$ cat config.mk
export PLATFORM = sky130hd
export DESIGN_NAME = temp_indexed_wiper_control
export DESIGN_NICKNAME = d
export VERILOG_FILES = /design/src/core/wiper_pkg.sv /design/src/core/temp_indexed_wiper_control.sv
export VERILOG_INCLUDE_DIRS = /design/src /design/src/core
export SDC_FILE = /design/constraint.sdc
export NUM_CORES = 2
export LEC_CHECK = 0
export BUFFER_PORTS_ARGS = -buffer_cell sky130_fd_sc_hd__buf_2
export CAP_MARGIN = 10
export CORE_MARGIN = 5
export CORE_UTILIZATION = 45
export CTS_CLUSTER_DIAMETER = 200
export DETAILED_ROUTE_END_ITERATION = 10
export GPL_TIMING_DRIVEN = 0
export PLACE_DENSITY = 0.68
export SKIP_CTS_REPAIR_TIMING = 1
export SLEW_MARGIN = 5
export SYNTH_ARGS = -nofsm -noshare
export SYNTH_HDL_FRONTEND = slang
export SYNTH_SLANG_ARGS = --single-unit
$ cat constraint.sdc
create_clock -name i_ref_clk -period 6.65 [get_ports i_ref_clk]
set_clock_uncertainty 0.1 [all_clocks]
set_input_delay 0.3325 -clock i_ref_clk [delete_from_list [all_inputs] [get_ports i_ref_clk]]
set_output_delay 0.3325 -clock i_ref_clk [all_outputs]
set_load 0.01 [all_outputs]
$ cat src/core/wiper_params.svh
// constants of the temperature-indexed wiper block: offsets, fields, resets, timing
// assumes inclusion by the design module only
`ifndef WIPER_PARAMS_SVH
`define WIPER_PARAMS_SVH
`define REG_INITIAL_WIPER 8'h00
`define REG_CONTROL_ZERO 8'h02
`define REG_CONTROL_ONE 8'h03
`define REG_TABLE_INDEX 8'h08
`define REG_WIPER_SETTING 8'h09
`define REG_CONTROL_TWO 8'h0a
`define REG_THERMAL 8'h0c
`define REG_SUPPLY 8'h0e
`define REG_TABLE_BASE 8'h80
`define CR0_VOLATILE_ONLY_BIT 7
`define CR1_UPDATE_BIT 0
`define CR1_ADD_BIT 1
`define RST_INITIAL_WIPER 8'h00
`define RST_CONTROL_ZERO 8'h00
`define RST_CONTROL_ONE 8'h03
`define RST_CONTROL_TWO 8'h00
`define RST_TABLE_INDEX 8'h00
`define RST_TABLE_ENTRY 8'h00
`define BUS_ADDR_UPPER 5'h0a
`define TABLE_DEPTH 72
`define SLOT_TEMP_OFFSET 10'sh029
`define SLOT_TEMP_TOP 10'sh08f
`define CLK_FREQ_KHZ 125000
`define FRAME_TIME_MS 16
`define NV_WRITE_TIME_MS 10
`define NV_WRITE_MAX_MS 20
`define FRAME_CYCLES (`FRAME_TIME_MS * `CLK_FREQ_KHZ)
`define NV_WRITE_CYCLES (`NV_WRITE_TIME_MS * `CLK_FREQ_KHZ)
`endif

$ cat src/core/wiper_pkg.sv
// types of the temperature-indexed wiper block
// assumes nothing beyond a SystemVerilog compiler
package wiper_pkg;
    typedef enum logic [2:0] {
        ST_IDLE = 3'b000,
        ST_RX = 3'b001,
        ST_ACK = 3'b010,
        ST_TX = 3'b011,
        ST_TXACK = 3'b100
    } bus_state_t;
    typedef enum logic [1:0] {
        MODE_OFF = 2'b00,
        MODE_PLAIN = 2'b01,
        MODE_ADD_ONLY = 2'b10,
        MODE_ADDITIVE = 2'b11
    } mode_t;
endpackage : wiper_pkg

$ cat src/core/temp_indexed_wiper_control.sv
// temperature-indexed wiper control with two-wire serial register access
// assumes the converter presents a settled temperature and supply result at each frame tick
`include "wiper_params.svh"
`timescale 1ns/100ps
`default_nettype none
module temp_indexed_wiper_control #(
    parameter int FRAME_CYCLES = `FRAME_CYCLES,
    parameter int NV_WRITE_CYCLES = `NV_WRITE_CYCLES,
    parameter int TABLE_DEPTH = `TABLE_DEPTH
) (
    input wire logic i_ref_clk,
    input wire logic i_resetn,
    input wire logic i_scl,
    input wire logic i_sda_in,
    output logic o_sda_out,
    output logic o_sda_oe_n,
    input wire logic i_addr_select_low,
    input wire logic i_addr_select_high,
    input wire logic [7:0] i_temp_result,
    input wire logic [7:0] i_supply_result,
    output logic [6:0] o_wiper_tap,
    output logic o_nv_busy
);
    localparam int FRAME_W = $clog2(FRAME_CYCLES + 1);
    localparam int NV_W = $clog2(NV_WRITE_CYCLES + 1);

    generate
        // programming time below eight cycles would break the hold check
        if (TABLE_DEPTH != `TABLE_DEPTH || FRAME_CYCLES < 4 || NV_WRITE_CYCLES < 8) begin : g_bad_param
            $error("unsupported table depth or timing count");
        end
    endgenerate

    ////////////////////////////////////////////////////////////////////////////////
    // slot of a signed temperature, clamped to the table
    function automatic logic [6:0] slot_of(input logic signed [9:0] t);
        logic signed [9:0] v;
        v = t + `SLOT_TEMP_OFFSET;
        if (v < 10'sh000) begin
            slot_of = 7'h00;
        end else if (v >= `SLOT_TEMP_TOP) begin
            slot_of = 7'h47;
        end else begin
            slot_of = v[7:1];
        end
    endfunction : slot_of

    ////////////////////////////////////////////////////////////////////////////////
    // pin synchronisers; first stages feed only second stages
    logic scl_m_q, scl_s_q, scl_d_q, sda_m_q, sda_s_q, sda_d_q;
    logic a0_m_q, a0_s_q, a1_m_q, a1_s_q;
    always_ff @(posedge i_ref_clk or negedge i_resetn) begin
        if (!i_resetn) begin
            {scl_m_q, scl_s_q, scl_d_q, sda_m_q, sda_s_q, sda_d_q} <= 6'h3f;
            {a0_m_q, a0_s_q, a1_m_q, a1_s_q} <= 4'h0;
        end else begin
            {scl_m_q, scl_s_q, scl_d_q} <= {i_scl, scl_m_q, scl_s_q};
            {sda_m_q, sda_s_q, sda_d_q} <= {i_sda_in, sda_m_q, sda_s_q};
            {a0_m_q, a0_s_q, a1_m_q, a1_s_q} <= {i_addr_select_low, a0_m_q, i_addr_select_high, a1_m_q};
        end
    end
    // edges come from the 125 MHz sampling, ample margin at 400 kHz
    wire scl_rise = scl_s_q & ~scl_d_q;
    wire scl_fall = ~scl_s_q & scl_d_q;
    wire bus_start = scl_s_q & scl_d_q & sda_d_q & ~sda_s_q;
    wire bus_stop = scl_s_q & scl_d_q & ~sda_d_q & sda_s_q;

    ////////////////////////////////////////////////////////////////////////////////
    // register state
    logic [7:0] ivr_q, cr0_q, cr1_q, cr2_q, idx_q, wiper_q, temp_q, supply_q;
    logic [7:0] lut_q [0:TABLE_DEPTH-1];
    logic nv_busy_q, nv_pend_q, rec_q, first_done_q, tick_q, upd_q;
    logic [NV_W-1:0] nv_cnt_q;
    logic [FRAME_W-1:0] frame_cnt_q;
    logic wr_en_q;
    logic [7:0] wr_addr_q, wr_data_q, ptr_q, shift_q;
    logic [6:0] dev_addr_q;

    wiper_pkg::mode_t mode;
    assign mode = wiper_pkg::mode_t'(cr1_q[1:0]);
    wire update_on = cr1_q[`CR1_UPDATE_BIT];
    wire volatile_only = cr0_q[`CR0_VOLATILE_ONLY_BIT];

    ////////////////////////////////////////////////////////////////////////////////
    // table read, additive sum and clamp
    wire [7:0] entry_idx = idx_q - `REG_TABLE_BASE;
    wire [7:0] entry = (entry_idx < 8'(TABLE_DEPTH)) ? lut_q[entry_idx[6:0]] : 8'h00;
    wire signed [8:0] add_sum = $signed({2'b00, ivr_q[6:0]}) + $signed({entry[7], entry});
    wire [6:0] add_clamped = add_sum[8] ? 7'h00 : (add_sum[7] ? 7'h7f : add_sum[6:0]);
    wire [6:0] plain_val = entry[6:0];
    wire [6:0] next_wiper = (mode == wiper_pkg::MODE_ADDITIVE) ? add_clamped : plain_val;

    // slot with one degree of hysteresis
    wire signed [9:0] t_now = {{2{i_temp_result[7]}}, i_temp_result};
    wire [6:0] s_now = slot_of(t_now);
    wire [6:0] s_below = slot_of(t_now - 10'sh001);
    wire [6:0] s_above = slot_of(t_now + 10'sh001);
    wire [6:0] s_cur = entry_idx[6:0];
    wire keep_slot = first_done_q && ((s_now > s_cur && s_below == s_cur) || (s_now < s_cur && s_above == s_cur));
    wire [7:0] next_idx = keep_slot ? idx_q : (`REG_TABLE_BASE + {1'b0, s_now});

    ////////////////////////////////////////////////////////////////////////////////
    // read mux and nonvolatile targets
    wire in_table = (ptr_q >= `REG_TABLE_BASE) && ((ptr_q - `REG_TABLE_BASE) < 8'(TABLE_DEPTH));
    wire [7:0] ptr_slot = ptr_q - `REG_TABLE_BASE;
    wire [7:0] rd_data =
        (ptr_q == `REG_INITIAL_WIPER) ? (volatile_only ? wiper_q : ivr_q) :
        (ptr_q == `REG_CONTROL_ZERO) ? cr0_q :
        (ptr_q == `REG_CONTROL_ONE) ? cr1_q :
        (ptr_q == `REG_TABLE_INDEX) ? idx_q :
        (ptr_q == `REG_WIPER_SETTING) ? wiper_q :
        (ptr_q == `REG_CONTROL_TWO) ? cr2_q :
        (ptr_q == `REG_THERMAL) ? temp_q :
        (ptr_q == `REG_SUPPLY) ? supply_q :
        in_table ? lut_q[ptr_slot[6:0]] : 8'h00;
    wire [7:0] wr_slot = wr_addr_q - `REG_TABLE_BASE;
    wire wr_table = wr_en_q && wr_addr_q >= `REG_TABLE_BASE && wr_slot < 8'(TABLE_DEPTH);
    wire wr_nv = wr_table || (wr_en_q && !volatile_only &&
        (wr_addr_q == `REG_INITIAL_WIPER || wr_addr_q == `REG_CONTROL_ONE));

    ////////////////////////////////////////////////////////////////////////////////
    // frame timer and update pipeline
    always_ff @(posedge i_ref_clk or negedge i_resetn) begin
        if (!i_resetn) begin
            frame_cnt_q <= '0;
            tick_q <= 1'b0;
            upd_q <= 1'b0;
        end else begin
            tick_q <= (frame_cnt_q == FRAME_W'(FRAME_CYCLES - 1));
            frame_cnt_q <= (frame_cnt_q == FRAME_W'(FRAME_CYCLES - 1)) ? '0 : frame_cnt_q + 1'b1;
            upd_q <= tick_q && update_on;
        end
    end

    ////////////////////////////////////////////////////////////////////////////////
    // registers and table
    always_ff @(posedge i_ref_clk or negedge i_resetn) begin
        if (!i_resetn) begin
            ivr_q <= `RST_INITIAL_WIPER;
            cr0_q <= `RST_CONTROL_ZERO;
            cr1_q <= `RST_CONTROL_ONE;
            cr2_q <= `RST_CONTROL_TWO;
            idx_q <= `RST_TABLE_INDEX;
            wiper_q <= 8'h00;
            temp_q <= 8'h00;
            supply_q <= 8'h00;
            rec_q <= 1'b0;
            first_done_q <= 1'b0;
            for (int i = 0; i < TABLE_DEPTH; i++) begin
                lut_q[i] <= `RST_TABLE_ENTRY;
            end
        end else begin
            rec_q <= 1'b1;
            if (!rec_q) begin
                wiper_q <= {1'b0, ivr_q[6:0]};
            end else if (upd_q) begin
                wiper_q <= {1'b0, next_wiper};
            end
            if (tick_q) begin
                temp_q <= i_temp_result;
                supply_q <= i_supply_result;
                idx_q <= next_idx;
                first_done_q <= 1'b1;
            end
            // host write wins over a frame update in the same cycle
            if (wr_en_q) begin
                case (wr_addr_q)
                    `REG_INITIAL_WIPER: begin
                        wiper_q <= {1'b0, wr_data_q[6:0]};
                        if (!volatile_only) begin
                            ivr_q <= wr_data_q;
                        end
                    end
                    `REG_CONTROL_ZERO: cr0_q <= wr_data_q;
                    `REG_CONTROL_ONE: cr1_q <= wr_data_q;
                    `REG_TABLE_INDEX: idx_q <= wr_data_q;
                    `REG_WIPER_SETTING: wiper_q <= {1'b0, wr_data_q[6:0]};
                    `REG_CONTROL_TWO: cr2_q <= wr_data_q;
                    default: begin
                        if (wr_table) begin
                            lut_q[wr_slot[6:0]] <= wr_data_q;
                        end
                    end
                endcase
            end
        end
    end

    ////////////////////////////////////////////////////////////////////////////////
    // nonvolatile programming time, started by the STOP
    always_ff @(posedge i_ref_clk or negedge i_resetn) begin
        if (!i_resetn) begin
            nv_pend_q <= 1'b0;
            nv_busy_q <= 1'b0;
            nv_cnt_q <= '0;
        end else if (bus_stop && (nv_pend_q || wr_nv)) begin
            nv_pend_q <= 1'b0;
            nv_busy_q <= 1'b1;
            nv_cnt_q <= NV_W'(NV_WRITE_CYCLES - 1);
        end else begin
            nv_pend_q <= nv_pend_q | wr_nv;
            if (nv_busy_q) begin
                nv_cnt_q <= nv_cnt_q - 1'b1;
                nv_busy_q <= (nv_cnt_q != '0);
            end
        end
    end

    ////////////////////////////////////////////////////////////////////////////////
    // serial slave; address ignored while programming
    wiper_pkg::bus_state_t state_q;
    logic [3:0] cnt_q;
    logic addr_ph_q, read_q, ptr_set_q, oe_n_q;
    wire addr_hit = (shift_q[7:1] == dev_addr_q) && !nv_busy_q;
    always_ff @(posedge i_ref_clk or negedge i_resetn) begin
        if (!i_resetn) begin
            state_q <= wiper_pkg::ST_IDLE;
            {cnt_q, shift_q, ptr_q, dev_addr_q} <= 27'h0;
            {addr_ph_q, read_q, ptr_set_q, wr_en_q} <= 4'h0;
            oe_n_q <= 1'b1;
            wr_addr_q <= 8'h00;
            wr_data_q <= 8'h00;
        end else begin
            wr_en_q <= 1'b0;
            if (bus_start) begin
                state_q <= wiper_pkg::ST_RX;
                cnt_q <= 4'h0;
                addr_ph_q <= 1'b1;
                oe_n_q <= 1'b1;
                dev_addr_q <= {`BUS_ADDR_UPPER, a1_s_q, a0_s_q};
            end else if (bus_stop) begin
                state_q <= wiper_pkg::ST_IDLE;
                oe_n_q <= 1'b1;
            end else begin
                case (state_q)
                    wiper_pkg::ST_RX: begin
                        if (scl_rise && cnt_q != 4'h8) begin
                            shift_q <= {shift_q[6:0], sda_s_q};
                            cnt_q <= cnt_q + 4'h1;
                        end else if (scl_fall && cnt_q == 4'h8) begin
                            addr_ph_q <= 1'b0;
                            if (addr_ph_q) begin
                                state_q <= addr_hit ? wiper_pkg::ST_ACK : wiper_pkg::ST_IDLE;
                                oe_n_q <= !addr_hit;
                                read_q <= shift_q[0];
                                ptr_set_q <= 1'b0;
                            end else begin
                                state_q <= wiper_pkg::ST_ACK;
                                oe_n_q <= 1'b0;
                                ptr_set_q <= 1'b1;
                                if (ptr_set_q) begin
                                    wr_en_q <= 1'b1;
                                    wr_addr_q <= ptr_q;
                                    wr_data_q <= shift_q;
                                end
                                ptr_q <= ptr_set_q ? ptr_q + 8'h01 : shift_q;
                            end
                        end
                    end
                    wiper_pkg::ST_ACK: begin
                        if (scl_fall) begin
                            cnt_q <= 4'h0;
                            state_q <= read_q ? wiper_pkg::ST_TX : wiper_pkg::ST_RX;
                            shift_q <= rd_data;
                            oe_n_q <= read_q ? rd_data[7] : 1'b1;
                        end
                    end
                    wiper_pkg::ST_TX: begin
                        if (scl_fall) begin
                            cnt_q <= cnt_q + 4'h1;
                            state_q <= (cnt_q == 4'h7) ? wiper_pkg::ST_TXACK : wiper_pkg::ST_TX;
                            oe_n_q <= (cnt_q == 4'h7) ? 1'b1 : shift_q[6];
                            shift_q <= {shift_q[6:0], 1'b0};
                        end
                    end
                    wiper_pkg::ST_TXACK: begin
                        if (scl_rise) begin
                            state_q <= sda_s_q ? wiper_pkg::ST_IDLE : wiper_pkg::ST_ACK;
                            ptr_q <= sda_s_q ? ptr_q : ptr_q + 8'h01;
                        end
                    end
                    default: state_q <= wiper_pkg::ST_IDLE;
                endcase
            end
        end
    end

    // open drain: only ever pulls low
    logic sda_out_q;
    always_ff @(posedge i_ref_clk or negedge i_resetn) begin
        if (!i_resetn) begin
            sda_out_q <= 1'b0;
        end else begin
            sda_out_q <= 1'b0;
        end
    end
    assign o_sda_out = sda_out_q;
    assign o_sda_oe_n = oe_n_q;
    assign o_wiper_tap = wiper_q[6:0];
    assign o_nv_busy = nv_busy_q;
endmodule : temp_indexed_wiper_control
`default_nettype wire

==> flow_metrics.py <==
metrics = {
    "grt": {
        "grt_first_pass_wirelength_mm": 214,
        "grt_max_degree": 115,
        "grt_overflow": 0,
        "grt_pass1_vias": 29835,
        "antenna_found_initial": 5,
        "track_usage_pct": 30.0,
    },
    "detailed_routing": {
        "ant_nets": 0,
        "wl_per_cell_um": 32.9,
        "vias": 30344,
        "drt_wl_total_mm": 148,
        "drc": 0,
        "post_drt_via_cell_ratio": 6.73,
        "firstDrtPassIters": 7,
        "drtIter0Drc": 3879,
    },
    "logic_synthesis": {
        "yosys_warnings": 0,
        "synth_ff_type": "dfrtp_1",
        "muxShareOfSynthArea_pct": 35.5,
        "synth_area_um2": 41000,
        "ys_async_sr_fraction_pct": 100,
        "syn-instance-count": 3127,
        "syn-num-nets": 3178,
        "syn_area_per_cell_um2": 13.1,
        "synth_compound_area_share_pct": 6.41,
        "synth.distinct_cells": 84,
        "synth_simple_gate_area_share_pct": 7.31,
        "synth_edf_count": 0,
        "ys_seq_area_share_pct": 45.5,
        "synth_fa_ha_area_share_pct": 0.904,
        "synth_xor_area_share_pct": 1.18,
        "synth_top_family_by_area": "multiplexers",
        "synth_seq_cells": 745,
    },
    "sta": {
        "holdWs_ps": 67.3,
        "fin_tns_setup_ps": 0,
        "fmax_ghz": 0.155,
        "maxSlewViolCount": 0,
        "period_needed_ps": 6440,
        "tightest_slew_ps": 1390,
        "worst_slack_ps": 209,
        "max-slew-margin-rel_pct": 7.07,
        "grt_setup_unrepaired": "false",
        "fin_crit_sh_pct": 96.9,
        "hold_violations": 0,
        "finalSetupViolCount": 0,
    },
    "die": {
        "io_pins": 32,
        "die_w_um": 312,
        "start_util_pct": 45.4,
        "num_rows": 110,
        "dieHeight_um": 312,
        "die_area_um2": 97200,
        "coreArea_um2": 90100,
    },
    "critical_path": {
        "worstSetupPathType": "reg2reg",
        "crit_fanout": 10,
        "critPathLaunch": "idx_q[1]",
        "reg2regPathDepth": 18,
        "cp-end-kind": "flop",
        "worstPathArrival_ps": 6890,
        "worstPathRequired_ps": 7100,
        "reg2reg_from": "idx_q[1]",
        "start_kind": "flop",
    },
    "flow_run": {
        "maxCapViolCount": 0,
    },
    "power": {
        "power.density_nw_per_um2": 215,
        "power.leakage_nw": 20.4,
        "ir_worst_vdd_v": 0.000207,
    },
    "finish": {
        "final_common_cell": "dfrtp_1",
        "largest_reg_flops": 576,
        "utilization_pct": 50.7,
        "final_net_count": 3319,
        "design_area_um2": 45700,
        "reg_top3": "lut_q (576), frame_cnt_q (21), nv_cnt_q (21)",
        "final_cell_mix": "dfrtp_1 (736), mux2_2 (602), mux4_2 (318)",
        "top_register": "lut_q",
        "syn_to_final_growth_pct": 11.7,
        "drive_gt1_share_pct": 36.0,
    },
    "placement": {
        "gp_congestion": 1.03,
        "place_area_um2": 42900,
        "port_buffers": 28,
        "dp_slack_ps": 247,
        "dp_hpwl_mm": 106,
    },
    "worst_hold_path": {
        "whs_path_depth": 2,
        "min-delay-start": "i_temp_result[0]",
        "hold_path_class": "in2reg",
    },
    "clock_tree": {
        "cts_tree": "yes",
        "root_buffer": "clkbuf_16",
        "clk_pin_slew_worst_paths_ps": 60,
        "cts_max_level": 3,
        "insertion_delay_ps": 670,
        "cts_buffers": 81,
        "clock_path_buffers": 3,
        "cts.sinks": 745,
    },
    "outcome": {
        "status": "completed",
    },
}
[critical path, cell delays in order (launching register included)]
cell       delay (ps)
dfrtp_1           410
buf_2             400
buf_2             500
clkbuf_1          840
clkbuf_1          870
mux4_2            410
nand2_1           110
a21oi_1            90
a21oi_1           270
nor2_1            130
ha_1              290
a21o_1            190
a21oi_1           210
nor2b_1            70
o21a_1            200
o41ai_1           440
xnor2_1           320
o2111ai_1         200
a32oi_1           240
[cell usage after synthesis (18+ instances only)]
cell type | number | area share, %
a21oi_1 | 78 | 0.95
a22oi_1 | 25 | 0.46
and3_1 | 18 | 0.27
buf_1 | 26 | 0.24
buf_2 | 42 | 0.51
buf_4 | 22 | 0.40
clkbuf_1 | 141 | 1.3
dfrtp_1 | 736 | 45
ha_1 | 28 | 0.86
inv_1 | 44 | 0.40
mux2_2 | 602 | 17
mux2i_1 | 41 | 1.0
mux4_2 | 318 | 17
nand2_1 | 257 | 2.4
nand2b_1 | 26 | 0.40
nand3_1 | 46 | 0.56
nor2_1 | 139 | 1.3
nor2b_1 | 19 | 0.29
nor3_1 | 34 | 0.42
nor4_1 | 21 | 0.32
o21ai_0 | 119 | 1.5
o22ai_1 | 21 | 0.32
xnor2_1 | 36 | 0.77
xor2_1 | 19 | 0.41
[final cells by class]
type | count | area (um^2)
antenna | 2 | 5.00
buffer | 238 | 1100
clock buffer | 116 | 2360
clock inverter | 29 | 340
fill | 7687 | 44400
inverter | 48 | 180
multi-input combinational | 2096 | 21100
sequential | 745 | 18700
tap | 1176 | 1470
timing repair buffer | 58 | 589
[final timing paths]
kind	endpoint	slack (ps)
setup reg to reg	wiper_q[6]	210
max in group asynchronous	lut_q[139]	4640
setup / recovery	wiper_q[6]	210
hold reg to reg	a0_s_q	270
hold / removal	temp_q[0]	70
min in group asynchronous	frame_cnt_q[12]	130
[power breakdown]
part | internal, mW | leakage [nW] | switching (mW) | total, mW
logic | 0.173 | 8.80 | 0.332 | 0.505
clock network | 2.71 | 1.33 | 1.98 | 4.68
registers | 4.58 | 10.3 | 0.0843 | 4.67
total | 7.46 | 20.4 | 2.39 | 9.86
[cell families (layout without fill, tap and decap cells)]
| family | after synthesis | after routing |
|---|---|---|
| flops | 745 | 745 |
| simple gates | 640 | 640 |
| fa+ha+maj | 29 | 29 |
| compound gates | 401 | 401 |
| buf+inv | 286 | 489 |
| mux | 969 | 969 |
| xor+xnor | 55 | 55 |
| other cells | 2 | 4 |
[stage by stage]
stage,power [mW],instances
detailed placement,5.24,4345
global placement,5.22,4331
CTS,9.87,4490
floorplan,4.99,3127
finish,9.86,4508
global route,10.1,4506
[routing by layer]
metal	vias to the layer above	part of all wire [%]	routed length, um	track usage [%]
met2	1833	44	64600	43.9
met4	10	7.0	10300	17.5
met1	15835	38	56500	39.2
met3	482	11	16500	10.2
li1	12184	-	-	-
met5	-	0.049	72	0
Note: power is estimated with default switching activity, not from simulation.
